[src/hw/scs_pkg.sv]
// Package of constants and types for the system clock select block.
package scs_pkg;
	// ------------------------------------------------------------------
	// Register map
	// ------------------------------------------------------------------
	localparam logic [11:0] SCS_CTRL_INDEX = 12'hF86;
	localparam logic [11:0] SCS_TRIM_INDEX = 12'hF87;
	localparam logic [11:0] SCS_STAT_INDEX = 12'hF88;
	localparam logic [31:0] SCS_CTRL_ADDR = {18'h0, SCS_CTRL_INDEX, 2'h0};
	localparam logic [31:0] SCS_TRIM_ADDR = {18'h0, SCS_TRIM_INDEX, 2'h0};
	localparam logic [31:0] SCS_STAT_ADDR = {18'h0, SCS_STAT_INDEX, 2'h0};
	// ------------------------------------------------------------------
	// Control register fields and values
	// ------------------------------------------------------------------
	localparam logic [7:0] SCS_CTRL_RESET = 8'hA0;
	localparam logic [7:0] SCS_CTRL_WMASK = 8'hBF;
	localparam logic [7:0] SCS_UNLOCK_1 = 8'hE7;
	localparam logic [7:0] SCS_UNLOCK_2 = 8'h18;
	localparam int SCS_RC_EN_BIT = 7;
	localparam int SCS_WDT_EN_BIT = 5;
	localparam int SCS_PRI_FD_BIT = 4;
	localparam int SCS_WDT_FD_BIT = 3;
	localparam logic [2:0] SCS_SEL_RC_FAST = 3'h0;
	localparam logic [2:0] SCS_SEL_RC_SLOW = 3'h1;
	localparam logic [2:0] SCS_SEL_WDT = 3'h3;
	localparam logic [2:0] SCS_SEL_EXT = 3'h4;
	// ------------------------------------------------------------------
	// Status register fields
	// ------------------------------------------------------------------
	localparam int SCS_ST_PRI_FAIL = 0;
	localparam int SCS_ST_WDT_FAIL = 1;
	localparam int SCS_ST_HALTED = 2;
	localparam int SCS_ST_WDT_DEAD = 3;
	// ------------------------------------------------------------------
	// Timing
	// ------------------------------------------------------------------
	localparam int SCS_CLK_MHZ = 250;
	localparam int SCS_PRI_FAIL_NS = 1000000;
	localparam int SCS_PRI_FAIL_CYC = SCS_PRI_FAIL_NS * SCS_CLK_MHZ / 1000;
	localparam logic [13:0] SCS_WDT_FAIL_CYC = 14'h1F44;
	// ------------------------------------------------------------------
	// Unlock tracker
	// ------------------------------------------------------------------
	typedef enum logic [1:0] {
		SCS_LOCKED,
		SCS_GOT_FIRST,
		SCS_UNLOCKED
	} scs_lock_t;
endpackage : scs_pkg

[src/hw/scs_clock_select.sv]
// System clock source selection with lockable control and fail recovery.
//
// Chosen here: the APB slave port.
`timescale 1ns/1ns
module scs_clock_select import scs_pkg::*; #(
	parameter int PRI_FAIL_CYC = SCS_PRI_FAIL_CYC
) (
	input wire logic sys_clk,
	input wire logic resetn,
	input wire logic psel,
	input wire logic penable,
	input wire logic pwrite,
	input wire logic [31:0] paddr,
	input wire logic [31:0] pwdata,
	output logic [31:0] prdata,
	output logic pready,
	output logic pslverr,
	input wire logic primary_clk_tick,
	input wire logic watchdog_osc_tick,
	input wire logic [7:0] trim_option_bits,
	output logic [2:0] system_clock_source_select,
	output logic precision_rc_osc_enable,
	output logic watchdog_osc_enable,
	output logic [7:0] precision_rc_trim,
	output logic primary_fail_event,
	output logic watchdog_fail_event,
	output logic clock_halted
);
	// ------------------------------------------------------------------
	// Helpers
	// ------------------------------------------------------------------
	function automatic logic sel_valid(input logic [2:0] sel);
		sel_valid = (sel == SCS_SEL_RC_FAST) || (sel == SCS_SEL_RC_SLOW) ||
			(sel == SCS_SEL_WDT) || (sel == SCS_SEL_EXT);
	endfunction : sel_valid

	typedef struct packed {
		scs_lock_t lock;
		logic [7:0] ctrl;
		logic [2:0] src;
		logic [7:0] trim;
		logic trim_init;
		logic [31:0] pri_cnt;
		logic [13:0] wdt_cnt;
		logic pri_flag;
		logic wdt_flag;
		logic wdt_dead;
		logic halted;
		logic pri_ev;
		logic wdt_ev;
	} scs_state_t;

	scs_state_t st_q;
	scs_state_t st_d;
	logic acc;
	logic wr;
	logic hit_ctrl;
	logic hit_trim;
	logic hit_stat;
	logic pri_det_on;
	logic wdt_det_on;
	logic pri_fail;
	logic wdt_fail;

	// ------------------------------------------------------------------
	// Bus decode
	// ------------------------------------------------------------------
	assign acc = psel && penable;
	assign wr = acc && pwrite;
	assign hit_ctrl = paddr == SCS_CTRL_ADDR;
	assign hit_trim = paddr == SCS_TRIM_ADDR;
	assign hit_stat = paddr == SCS_STAT_ADDR;
	assign pready = 1'b1;
	assign pslverr = acc && !(hit_ctrl || hit_trim || hit_stat);

	always_comb begin
		prdata = 32'h0;
		if (hit_ctrl) begin
			prdata[7:0] = st_q.ctrl & SCS_CTRL_WMASK;
		end else if (hit_trim) begin
			prdata[7:0] = st_q.trim;
		end else if (hit_stat) begin
			prdata[SCS_ST_PRI_FAIL] = st_q.pri_flag;
			prdata[SCS_ST_WDT_FAIL] = st_q.wdt_flag;
			prdata[SCS_ST_HALTED] = st_q.halted;
			prdata[SCS_ST_WDT_DEAD] = st_q.wdt_dead;
			prdata[5:4] = st_q.lock;
			prdata[10:8] = st_q.src;
		end
	end

	// ------------------------------------------------------------------
	// Failure detectors
	// ------------------------------------------------------------------
	// The primary detector would be meaningless on the watchdog clock.
	assign pri_det_on = st_q.ctrl[SCS_PRI_FD_BIT] && !st_q.wdt_dead &&
		(st_q.src != SCS_SEL_WDT);
	assign wdt_det_on = st_q.ctrl[SCS_WDT_FD_BIT] && !st_q.wdt_dead &&
		st_q.ctrl[SCS_WDT_EN_BIT] && (st_q.src != SCS_SEL_WDT);
	assign pri_fail = pri_det_on && !primary_clk_tick &&
		(st_q.pri_cnt == 32'(PRI_FAIL_CYC - 1));
	assign wdt_fail = wdt_det_on && !watchdog_osc_tick &&
		(st_q.wdt_cnt == SCS_WDT_FAIL_CYC - 14'h1);

	// ------------------------------------------------------------------
	// Next state
	// ------------------------------------------------------------------
	always_comb begin
		st_d = st_q;
		st_d.pri_ev = pri_fail;
		st_d.wdt_ev = wdt_fail;
		if (!st_q.trim_init) begin
			st_d.trim = trim_option_bits;
			st_d.trim_init = 1'b1;
		end
		if (!pri_det_on || primary_clk_tick || pri_fail) begin
			st_d.pri_cnt = 32'h0;
		end else begin
			st_d.pri_cnt = st_q.pri_cnt + 32'h1;
		end
		if (!wdt_det_on || watchdog_osc_tick || wdt_fail) begin
			st_d.wdt_cnt = 14'h0;
		end else begin
			st_d.wdt_cnt = st_q.wdt_cnt + 14'h1;
		end
		if (wdt_fail) begin
			st_d.wdt_dead = 1'b1;
		end
		if (wr && hit_ctrl) begin
			case (st_q.lock)
				SCS_LOCKED: begin
					if (pwdata[7:0] == SCS_UNLOCK_1) begin
						st_d.lock = SCS_GOT_FIRST;
					end
				end
				SCS_GOT_FIRST: begin
					if (pwdata[7:0] == SCS_UNLOCK_2) begin
						st_d.lock = SCS_UNLOCKED;
					end else if (pwdata[7:0] != SCS_UNLOCK_1) begin
						st_d.lock = SCS_LOCKED;
					end
				end
				SCS_UNLOCKED: begin
					st_d.ctrl = pwdata[7:0] & SCS_CTRL_WMASK;
					st_d.lock = SCS_LOCKED;
					if (sel_valid(pwdata[2:0])) begin
						st_d.src = pwdata[2:0];
					end else begin
						st_d.ctrl[2:0] = st_q.ctrl[2:0];
					end
				end
				default: begin
					st_d.lock = SCS_LOCKED;
				end
			endcase
		end
		if (wr && hit_trim) begin
			st_d.trim = pwdata[7:0];
		end
		if (wr && hit_stat) begin
			st_d.pri_flag = st_q.pri_flag && !pwdata[SCS_ST_PRI_FAIL];
			st_d.wdt_flag = st_q.wdt_flag && !pwdata[SCS_ST_WDT_FAIL];
		end
		// A new failure wins over a clear in the same cycle.
		if (pri_fail) begin
			st_d.pri_flag = 1'b1;
		end
		if (wdt_fail) begin
			st_d.wdt_flag = 1'b1;
		end
		// Recovery needs only the watchdog oscillator itself, not its reset.
		if (pri_fail && st_q.ctrl[SCS_WDT_EN_BIT]) begin
			st_d.src = SCS_SEL_WDT;
			st_d.ctrl[2:0] = SCS_SEL_WDT;
		end
		// Only a power-on reset ends the halt.
		if (!st_q.ctrl[SCS_PRI_FD_BIT] &&
			(((st_q.src == SCS_SEL_RC_FAST || st_q.src == SCS_SEL_RC_SLOW) &&
			!st_q.ctrl[SCS_RC_EN_BIT]) ||
			(st_q.src == SCS_SEL_WDT && !st_q.ctrl[SCS_WDT_EN_BIT]))) begin
			st_d.halted = 1'b1;
		end
	end

	always_ff @(posedge sys_clk or negedge resetn) begin
		if (!resetn) begin
			st_q <= '{lock: SCS_LOCKED, ctrl: SCS_CTRL_RESET,
				src: SCS_SEL_RC_FAST, trim: 8'h00, trim_init: 1'b0,
				pri_cnt: 32'h0, wdt_cnt: 14'h0, pri_flag: 1'b0,
				wdt_flag: 1'b0, wdt_dead: 1'b0, halted: 1'b0,
				pri_ev: 1'b0, wdt_ev: 1'b0};
		end else begin
			st_q <= st_d;
		end
	end

	// ------------------------------------------------------------------
	// Outputs
	// ------------------------------------------------------------------
	// The oscillator enable follows its bit alone, never the source.
	assign precision_rc_osc_enable = st_q.ctrl[SCS_RC_EN_BIT];
	assign watchdog_osc_enable = st_q.ctrl[SCS_WDT_EN_BIT];
	assign system_clock_source_select = st_q.src;
	assign precision_rc_trim = st_q.trim;
	assign primary_fail_event = st_q.pri_ev;
	assign watchdog_fail_event = st_q.wdt_ev;
	assign clock_halted = st_q.halted;

	// ------------------------------------------------------------------
	// Assertions
	// ------------------------------------------------------------------
	property p_locked_keeps;
		@(posedge sys_clk) disable iff (!resetn)
		wr && hit_ctrl && st_q.lock != SCS_UNLOCKED |=>
			$stable(st_q.ctrl[7:3]);
	endproperty
	a_locked_keeps: assert property (p_locked_keeps)
		else $error("Locked control register changed.");

	property p_update_relocks;
		@(posedge sys_clk) disable iff (!resetn)
		wr && hit_ctrl && st_q.lock == SCS_UNLOCKED && !pri_fail |=>
			st_q.lock == SCS_LOCKED &&
			st_q.ctrl[7:3] == ($past(pwdata[7:3]) & 5'h17);
	endproperty
	a_update_relocks: assert property (p_update_relocks)
		else $error("Unlocked write did not store and relock.");

	property p_other_keeps_unlock;
		@(posedge sys_clk) disable iff (!resetn)
		st_q.lock == SCS_GOT_FIRST && !(wr && hit_ctrl) |=>
			st_q.lock == SCS_GOT_FIRST;
	endproperty
	a_other_keeps_unlock: assert property (p_other_keeps_unlock)
		else $error("Unlock progress lost on unrelated access.");

	property p_failover;
		@(posedge sys_clk) disable iff (!resetn)
		pri_fail && st_q.ctrl[SCS_WDT_EN_BIT] |=>
			primary_fail_event && system_clock_source_select == SCS_SEL_WDT;
	endproperty
	a_failover: assert property (p_failover)
		else $error("Primary failure did not switch to watchdog.");

	property p_no_switch_wdt_off;
		@(posedge sys_clk) disable iff (!resetn)
		pri_fail && !st_q.ctrl[SCS_WDT_EN_BIT] && !(wr && hit_ctrl) |=>
			$stable(st_q.src);
	endproperty
	a_no_switch_wdt_off: assert property (p_no_switch_wdt_off)
		else $error("Switched to a disabled watchdog oscillator.");

	property p_wdt_fail_no_switch;
		@(posedge sys_clk) disable iff (!resetn)
		wdt_fail && !(wr && hit_ctrl) |=>
			watchdog_fail_event && $stable(st_q.src);
	endproperty
	a_wdt_fail_no_switch: assert property (p_wdt_fail_no_switch)
		else $error("Watchdog failure changed the source.");

	property p_wdt_dead_no_pri;
		@(posedge sys_clk) disable iff (!resetn)
		st_q.wdt_dead |=> !primary_fail_event [*2];
	endproperty
	a_wdt_dead_no_pri: assert property (p_wdt_dead_no_pri)
		else $error("Primary detection after watchdog failure.");

	property p_wdt_count;
		@(posedge sys_clk) disable iff (!resetn)
		wdt_det_on && !watchdog_osc_tick &&
			st_q.wdt_cnt == 14'h1F43 |=> watchdog_fail_event;
	endproperty
	a_wdt_count: assert property (p_wdt_count)
		else $error("Watchdog failure not raised at 8004 clocks.");

	property p_reserved_zero;
		@(posedge sys_clk) disable iff (!resetn)
		acc && !pwrite && hit_ctrl |-> prdata[6] == 1'b0;
	endproperty
	a_reserved_zero: assert property (p_reserved_zero)
		else $error("Reserved control bit read as one.");

	property p_bad_second_relocks;
		@(posedge sys_clk) disable iff (!resetn)
		wr && hit_ctrl && st_q.lock == SCS_GOT_FIRST &&
			pwdata[7:0] != SCS_UNLOCK_1 &&
			pwdata[7:0] != SCS_UNLOCK_2 |=>
			st_q.lock == SCS_LOCKED && $stable(st_q.ctrl[7:3]);
	endproperty
	a_bad_second_relocks: assert property (p_bad_second_relocks)
		else $error("Wrong unlock value did not relock.");

	property p_rc_stays_on;
		@(posedge sys_clk) disable iff (!resetn)
		wr && hit_ctrl && st_q.lock == SCS_UNLOCKED &&
			pwdata[SCS_RC_EN_BIT] |=> precision_rc_osc_enable;
	endproperty
	a_rc_stays_on: assert property (p_rc_stays_on)
		else $error("Precision oscillator turned off on its own.");

	property p_reserved_sel_keeps;
		@(posedge sys_clk) disable iff (!resetn)
		wr && hit_ctrl && st_q.lock == SCS_UNLOCKED &&
			!sel_valid(pwdata[2:0]) && !pri_fail |=>
			$stable(st_q.src) && $stable(st_q.ctrl[2:0]);
	endproperty
	a_reserved_sel_keeps: assert property (p_reserved_sel_keeps)
		else $error("Reserved select code changed the source.");

	property p_reset_value;
		@(posedge sys_clk) disable iff (!resetn)
		$rose(resetn) |-> st_q.ctrl == SCS_CTRL_RESET &&
			st_q.src == SCS_SEL_RC_FAST && !primary_fail_event &&
			!watchdog_fail_event && !clock_halted;
	endproperty
	a_reset_value: assert property (p_reset_value)
		else $error("Control state wrong after reset.");

	property p_halt_on_dead;
		@(posedge sys_clk) disable iff (!resetn)
		!st_q.ctrl[SCS_PRI_FD_BIT] && !st_q.ctrl[SCS_RC_EN_BIT] &&
			(st_q.src == SCS_SEL_RC_FAST ||
			st_q.src == SCS_SEL_RC_SLOW) |=> clock_halted;
	endproperty
	a_halt_on_dead: assert property (p_halt_on_dead)
		else $error("Dead clock source did not halt.");

	property p_trim_override;
		@(posedge sys_clk) disable iff (!resetn)
		wr && hit_trim |=> precision_rc_trim == $past(pwdata[7:0]);
	endproperty
	a_trim_override: assert property (p_trim_override)
		else $error("Trim write did not take effect.");

	property p_wdt_enable_bit;
		@(posedge sys_clk) disable iff (!resetn)
		wr && hit_ctrl && st_q.lock == SCS_UNLOCKED |=>
			watchdog_osc_enable == $past(pwdata[SCS_WDT_EN_BIT]);
	endproperty
	a_wdt_enable_bit: assert property (p_wdt_enable_bit)
		else $error("Watchdog enable does not follow its bit.");

	property p_pri_count_bound;
		@(posedge sys_clk) disable iff (!resetn)
		pri_det_on |-> st_q.pri_cnt < 32'(PRI_FAIL_CYC);
	endproperty
	a_pri_count_bound: assert property (p_pri_count_bound)
		else $error("Primary failure counter passed its limit.");

	property p_pri_flag_set;
		@(posedge sys_clk) disable iff (!resetn)
		pri_fail |=> st_q.pri_flag;
	endproperty
	a_pri_flag_set: assert property (p_pri_flag_set)
		else $error("Primary failure flag not set.");
endmodule : scs_clock_select

[config.mk]
export PLATFORM = sky130hd
export DESIGN_NAME = scs_clock_select
export DESIGN_NICKNAME = d
export VERILOG_FILES = /design/src/hw/scs_pkg.sv /design/src/hw/scs_clock_select.sv
export SDC_FILE = /design/constraint.sdc
export NUM_CORES = 1
export LEC_CHECK = 0
export BUFFER_PORTS_ARGS = -buffer_cell sky130_fd_sc_hd__buf_4
export CORE_ASPECT_RATIO = 1.1
export CORE_MARGIN = 1.5
export CORE_UTILIZATION = 35
export DETAILED_ROUTE_END_ITERATION = 8
export GPL_TIMING_DRIVEN = 0
export PLACE_DENSITY = 0.57
export SLEW_MARGIN = 20
export SYNTH_ARGS = -nofsm -noshare
export SYNTH_HDL_FRONTEND = slang
export SYNTH_SLANG_ARGS = --single-unit
export TNS_END_PERCENT = 10
[constraint.sdc]
create_clock -name sys_clk -period 2.1 [get_ports sys_clk]
set_input_delay 0.315 -clock sys_clk [delete_from_list [all_inputs] [get_ports sys_clk]]
set_output_delay 0.315 -clock sys_clk [all_outputs]
set_load 0.01 [all_outputs]
### After elaboration in Yosys (flattened, before gate mapping)

Index checks and enable logic that the tools add are counted.

* bits in registers: 73
* bits in latches: 0
* memory bits (writable): 0
* bits in read-only memories: 0
* input port bits: 79
* output and inout port bits: 50
* word-level logic and storage cells: 111
* memories kept: 0

* add/subtract/negate cells: 2
* multipliers: 0
* divide/modulo/power cells: 0
* order comparisons: 0
* equality and inequality tests: 19
* shift operators: 0
* multiplexer cells: 22
* bitwise operators: 0
* reductions and logical operators: 54

Operators by type and width (number)
* equality test 32 x 14 -> 1 bit, second input constant: 3
* adder 32 x 1 -> 32 bit, second input constant: 1
* equality test 32 x 18 -> 1 bit, second input constant: 1
* 2-to-1 mux 32 bit: 1
* 2-to-1 mux 6 bit: 5
* logical AND 1 bit: 21
* 2-to-1 mux 8 bit: 2
* adder 14 x 1 -> 14 bit, second input constant: 1
* equality test 14 x 13 -> 1 bit, second input constant: 1
* 2-to-1 mux 14 bit: 1
* 2-to-1 mux 3 bit: 4
* logical NOT 1 bit: 11
* logical OR 1 bit: 11
* 2-to-1 mux 2 bit: 5
* nonzero test 2 bit: 5
* 2-to-1 mux 9 bit: 1
* equality test 8 x 5 -> 1 bit, second input constant: 1
* equality test 8 bit, second input constant: 1
* inequality test 8 bit, second input constant: 1
* equality test 3 x 1 -> 1 bit, second input constant: 2
* equality test 3 x 2 -> 1 bit, second input constant: 2
* logical NOT 3 bit: 2
* AND reduction 3 bit: 2
* one-hot mux 2 bit (2 select lines): 1
* other kinds (10): 11

### Depth between registers and ports, before layout

* depth in word-level cells: 8
* depth in mapped cells: 8
* mapped depth without buffers: 6

### Worst setup path before layout

Ideal clock, no wire load.

* path kind: input to output
* start point: input paddr[18]
* end point: output prdata[2]
* arrival time: 1581 ps
* required time: 1785 ps
* setup slack: 204 ps
* stages: 6
* path buffers: 1
* path through: nor4_2 nand4_2 nor3_1 clkbuf_1 a222oi_1 inv_1

* word-level cells in the longest chain between the ends: 4
* elaborated cells between the ends (all ways): 6
* those cells by class: 3 x eq/ne; 3 x mux

RTL lines
* start: declaration: RTL line scs_clock_select.sv:13 `input wire logic [31:0] paddr,`
* equality test 32 x 14 -> 1 bit: RTL line scs_clock_select.sv:72 `assign hit_stat = paddr == SCS_STAT_ADDR;`
* 2-to-1 mux 6 bit: RTL line scs_clock_select.sv:82 `end else if (hit_stat) begin`
* 2-to-1 mux 6 bit: RTL line scs_clock_select.sv:80 `end else if (hit_trim) begin`
* 2-to-1 mux 8 bit *: RTL line scs_clock_select.sv:78 `if (hit_ctrl) begin`
* end: declaration: RTL line scs_clock_select.sv:15 `output logic [31:0] prdata,`

Every way passes the cells marked *; elsewhere a longest branch is shown, timed or not.

### Final worst setup path

* start point: input paddr[14]
* end point: output prdata[3]

Same word-level chain as after synthesis.

==> flow_summary.yaml <==
timing:
  fin_worst_skew_ns: 0.006927
  fin_crit_sh_pct: 98.46
  final_hold_viol_count: 0
  final-setup-viol-count: 0
  worst_pin_slew_ns: 0.8929
  relSlewSlack_pct: 40.47
  setup_ws_ns: 0.03231
  layout_min_cycle_time_ns: 2.068
  slew_viol_final: 0
  rsz0062_at_grt: "yes"
  max_freq_ghz: 0.4836
layout:
  fill_cells: 1077
  antenna_cells: 0
  synthToLayoutAreaGrowth_pct: 33.87
  nNetsFinal: 614
  stdcell_area_sq_um: 5360
  drive_gt1_share_pct: 31.78
clock_network:
  cts_root_buffer: "clkbuf_16"
  cts_sinks: 70
  cts_tree: "done"
  insertion_delay_ns: 0.34
  clockBufferDepth: 2
  cts-buffers-inserted: 9
  clk_pin_slew_ns: 0.06
  cts-htree-levels: 3
yosys:
  synth_area_leaders: "dfrtp_1 (43%), buf_4 (6.2%), nor2_1 (5.0%)"
  synth_area_sq_um: 4004
  async_reset_ff_share_pct: 100.0
  yosysTopAreaCell: "dfrtp_1"
  synth_compound_area_share_pct: 5.250
  synthTopCellsByCount: "dfrtp_1 (68), nor2_1 (53), buf_4 (33), nand3_1 (26)"
  synth_top_flop_cell: "dfrtp_1"
  synth-xor-area-share_pct: 9.187
  synth.distinct_cells: 55
  synth_fa_ha_area_share_pct: 0.6250
  muxShareOfSynthArea_pct: 4.062
  ys_seq_area_share_pct: 43.81
  avgSynthCellArea_sq_um: 9.671
  synthesis.instances: 414
  ys_ff_latch: 70
  synth_edf_count: 0
  synthSimpleGateAreaFrac_pct: 27.38
  yosysMostFrequentCell: "dfrtp_1"
  yosys.area.top_type_share_pct: 42.50
  synth_warnings: 0
  synth_top_family_by_area: "simple AND/OR/NAND/NOR gates"
die:
  core_region_area_sq_um: 11010
  io_pins: 129
  die_w_microns: 105.0
  die_y_microns: 115.2
  start_util_pct: 36.36
  rows: 40
  die_area_sq_um: 12090
flow_run:
  maxCapViolCount: 0
min_path:
  hold_path_class: "primary input to async pin"
worst_setup_path:
  path_max_fanout: 4
  worstPathRequired_ns: 1.78
  path_class: "primary input to primary output"
  endpoint_kind: "primary output"
  arrival_ns: 1.75
  start_kind: "primary input"
drt:
  wl_mm: 9.905
  drt_iter0_drc: 159
  wire_per_inst_microns: 14.46
  first_pass_iters: 7
  drc: 0
  ant_nets: 0
  viasPerCell: 4.915
  vias: 3367
global_routing:
  grt_pass1_wl_mm: 16.17
  antenna_found_initial: 0
  grt.overflow.total: 0
  grt_pass1_vias: 3280
  grt_max_degree: 71
  groute.usage.overall_pct: 16.84
power:
  power_leakage_nw: 2.425
  power.density_nw_per_um2: 600.7
  peakVddDrop_mv: 0.4365
placement:
  port_buffers: 81
  dp_hpwl_mm: 7.154
  place.gp.congestion: 0.8032
  dpl-instance-area_sq_um: 4875
  pre_cts_slack_ns: -0.4178
outcome:
  status: "finished clean"
[placed cells by master, fill, tap and decap left out, types with 3 or more instances in the layout]
cell	instances
nor4_2	4
clkbuf_1	4
xnor2_1	22
and4_1	9
inv_6	3
and2_1	4
conb_1	23
nor4b_1	5
mux2_4	4
o21ai_0	12
nand2_1	22
nand4_1	13
nor4_1	11
inv_1	15
buf_2	3
nand4b_1	4
nand3_1	26
and3_1	6
nor3_1	10
clkbuf_16	9
clkbuf_4	3
buf_6	13
xor2_1	20
buf_4	110
a222oi_1	6
mux2i_1	8
dfrtp_1	68
nor2_1	52
[per-layer routing]
metal  routed length [microns]  vias to the layer above  share of wire (%)  track usage (%)
met5                         0                        -                  0                0
met4                       243                        0                2.5            8.402
met3                       502                       18                5.1            3.118
met2                      4917                      105                 50            28.67
met1                      4241                     1600                 43            20.62
li1                          -                     1644                  -                -
[worst max-delay path, cell delays in order]
cell,delay (ns)
buf_6,0.10
nor4b_4,0.29
nand3b_1,0.24
nor3_4,0.36
buf_6,0.16
a222oi_1,0.09
inv_1,0.09
buf_6,0.10
[what timing repair did]
item / 4_1_cts / 5_1_grt
buffers inserted: 2 / 4
pin swaps: 2 / 9
endpoints found under the hold margin: 0 / 0
endpoints found under the setup margin: 15 / 53
gates resized for setup: 9 / 28
hold buffers: 0 / 0
[kinds of logic (layout without fill, tap and decap cells)]
| kind of cell | count (synthesis) | count (layout) |
|---|---|---|
| AOI/OAI and AO/OA | 30 | 30 |
| DFF | 70 | 70 |
| other | 2 | 23 |
| and+or+nand+nor | 190 | 190 |
| adders and majority gates | 2 | 2 |
| xor gates and xnor gates | 42 | 42 |
| buffers and inverters | 64 | 167 |
| muxes | 14 | 14 |
[sequential cells by signal, indices dropped and copies added, names as in the netlist]
signal / count
clock_halted: 1
precision_rc_osc_enable: 1
precision_rc_trim: 8
primary_fail_event: 1
st_q: 57
watchdog_fail_event: 1
watchdog_osc_enable: 1
[final cells by class]
| cell class | instances | area (sq um) | share of cell area (%) |
|---|---|---|---|
| multi-input cells | 301 | 2012 | 37.54 |
| clock inverters | 7 | 80.08 | 1.494 |
| plain buffers | 49 | 354.1 | 6.606 |
| clock buffers | 9 | 225.2 | 4.202 |
| flip-flops and latches | 70 | 1754 | 32.73 |
| well taps | 147 | 183.9 | 3.431 |
| repair buffers | 87 | 694.4 | 12.96 |
| inverters | 15 | 56.30 | 1.050 |
[report_power, final]
| part | switching, W | total (W) | internal (W) | leakage, nW |
|---|---|---|---|---|
| logic | 0.000124 | 0.000278 | 0.000155 | 1.34 |
| registers | 0.0000171 | 0.00138 | 0.00137 | 0.940 |
| clock network | 0.000625 | 0.00156 | 0.000934 | 0.143 |
| total | 0.000766 | 0.00322 | 0.00245 | 2.43 |
[stage by stage]
stage / utilization (%) / hold slack [ns] / std cells / TNS (ns) / total power [W]
global placement: 44.27 / 0.4781 / 663 / -5.599 / 0.001674
global route: 48.68 / 0.1975 / 685 / -0.2425 / 0.003342
detailed placement: 44.27 / 0.4824 / 663 / -5.414 / 0.001678
finish: 48.68 / 0.1031 / 685 / 0 / 0.003220
CTS: 47.55 / 0.1428 / 681 / -0.01857 / 0.003254
floorplan: - / 0.01941 / 435 / 0 / 0.001517
[path summary, 6_finish.rpt]
check / from / to / slack, ns / cells past startpoint
min in group sys_clk: pwdata[4] / precision_rc_trim[4] / 0.24 / 3
max: paddr[14] / prdata[3] / 0.03 / 8
min: resetn / precision_rc_trim[6] / 0.10 / 1
max reg2reg: st_q[30] / st_q[66] / 0.17 / 6
max in group asynchronous: resetn / st_q[5] / 1.41 / 1
min reg2reg: st_q[20] / st_q[20] / 0.48 / 1
No activity file was read; power rests on OpenSTA's default activity.
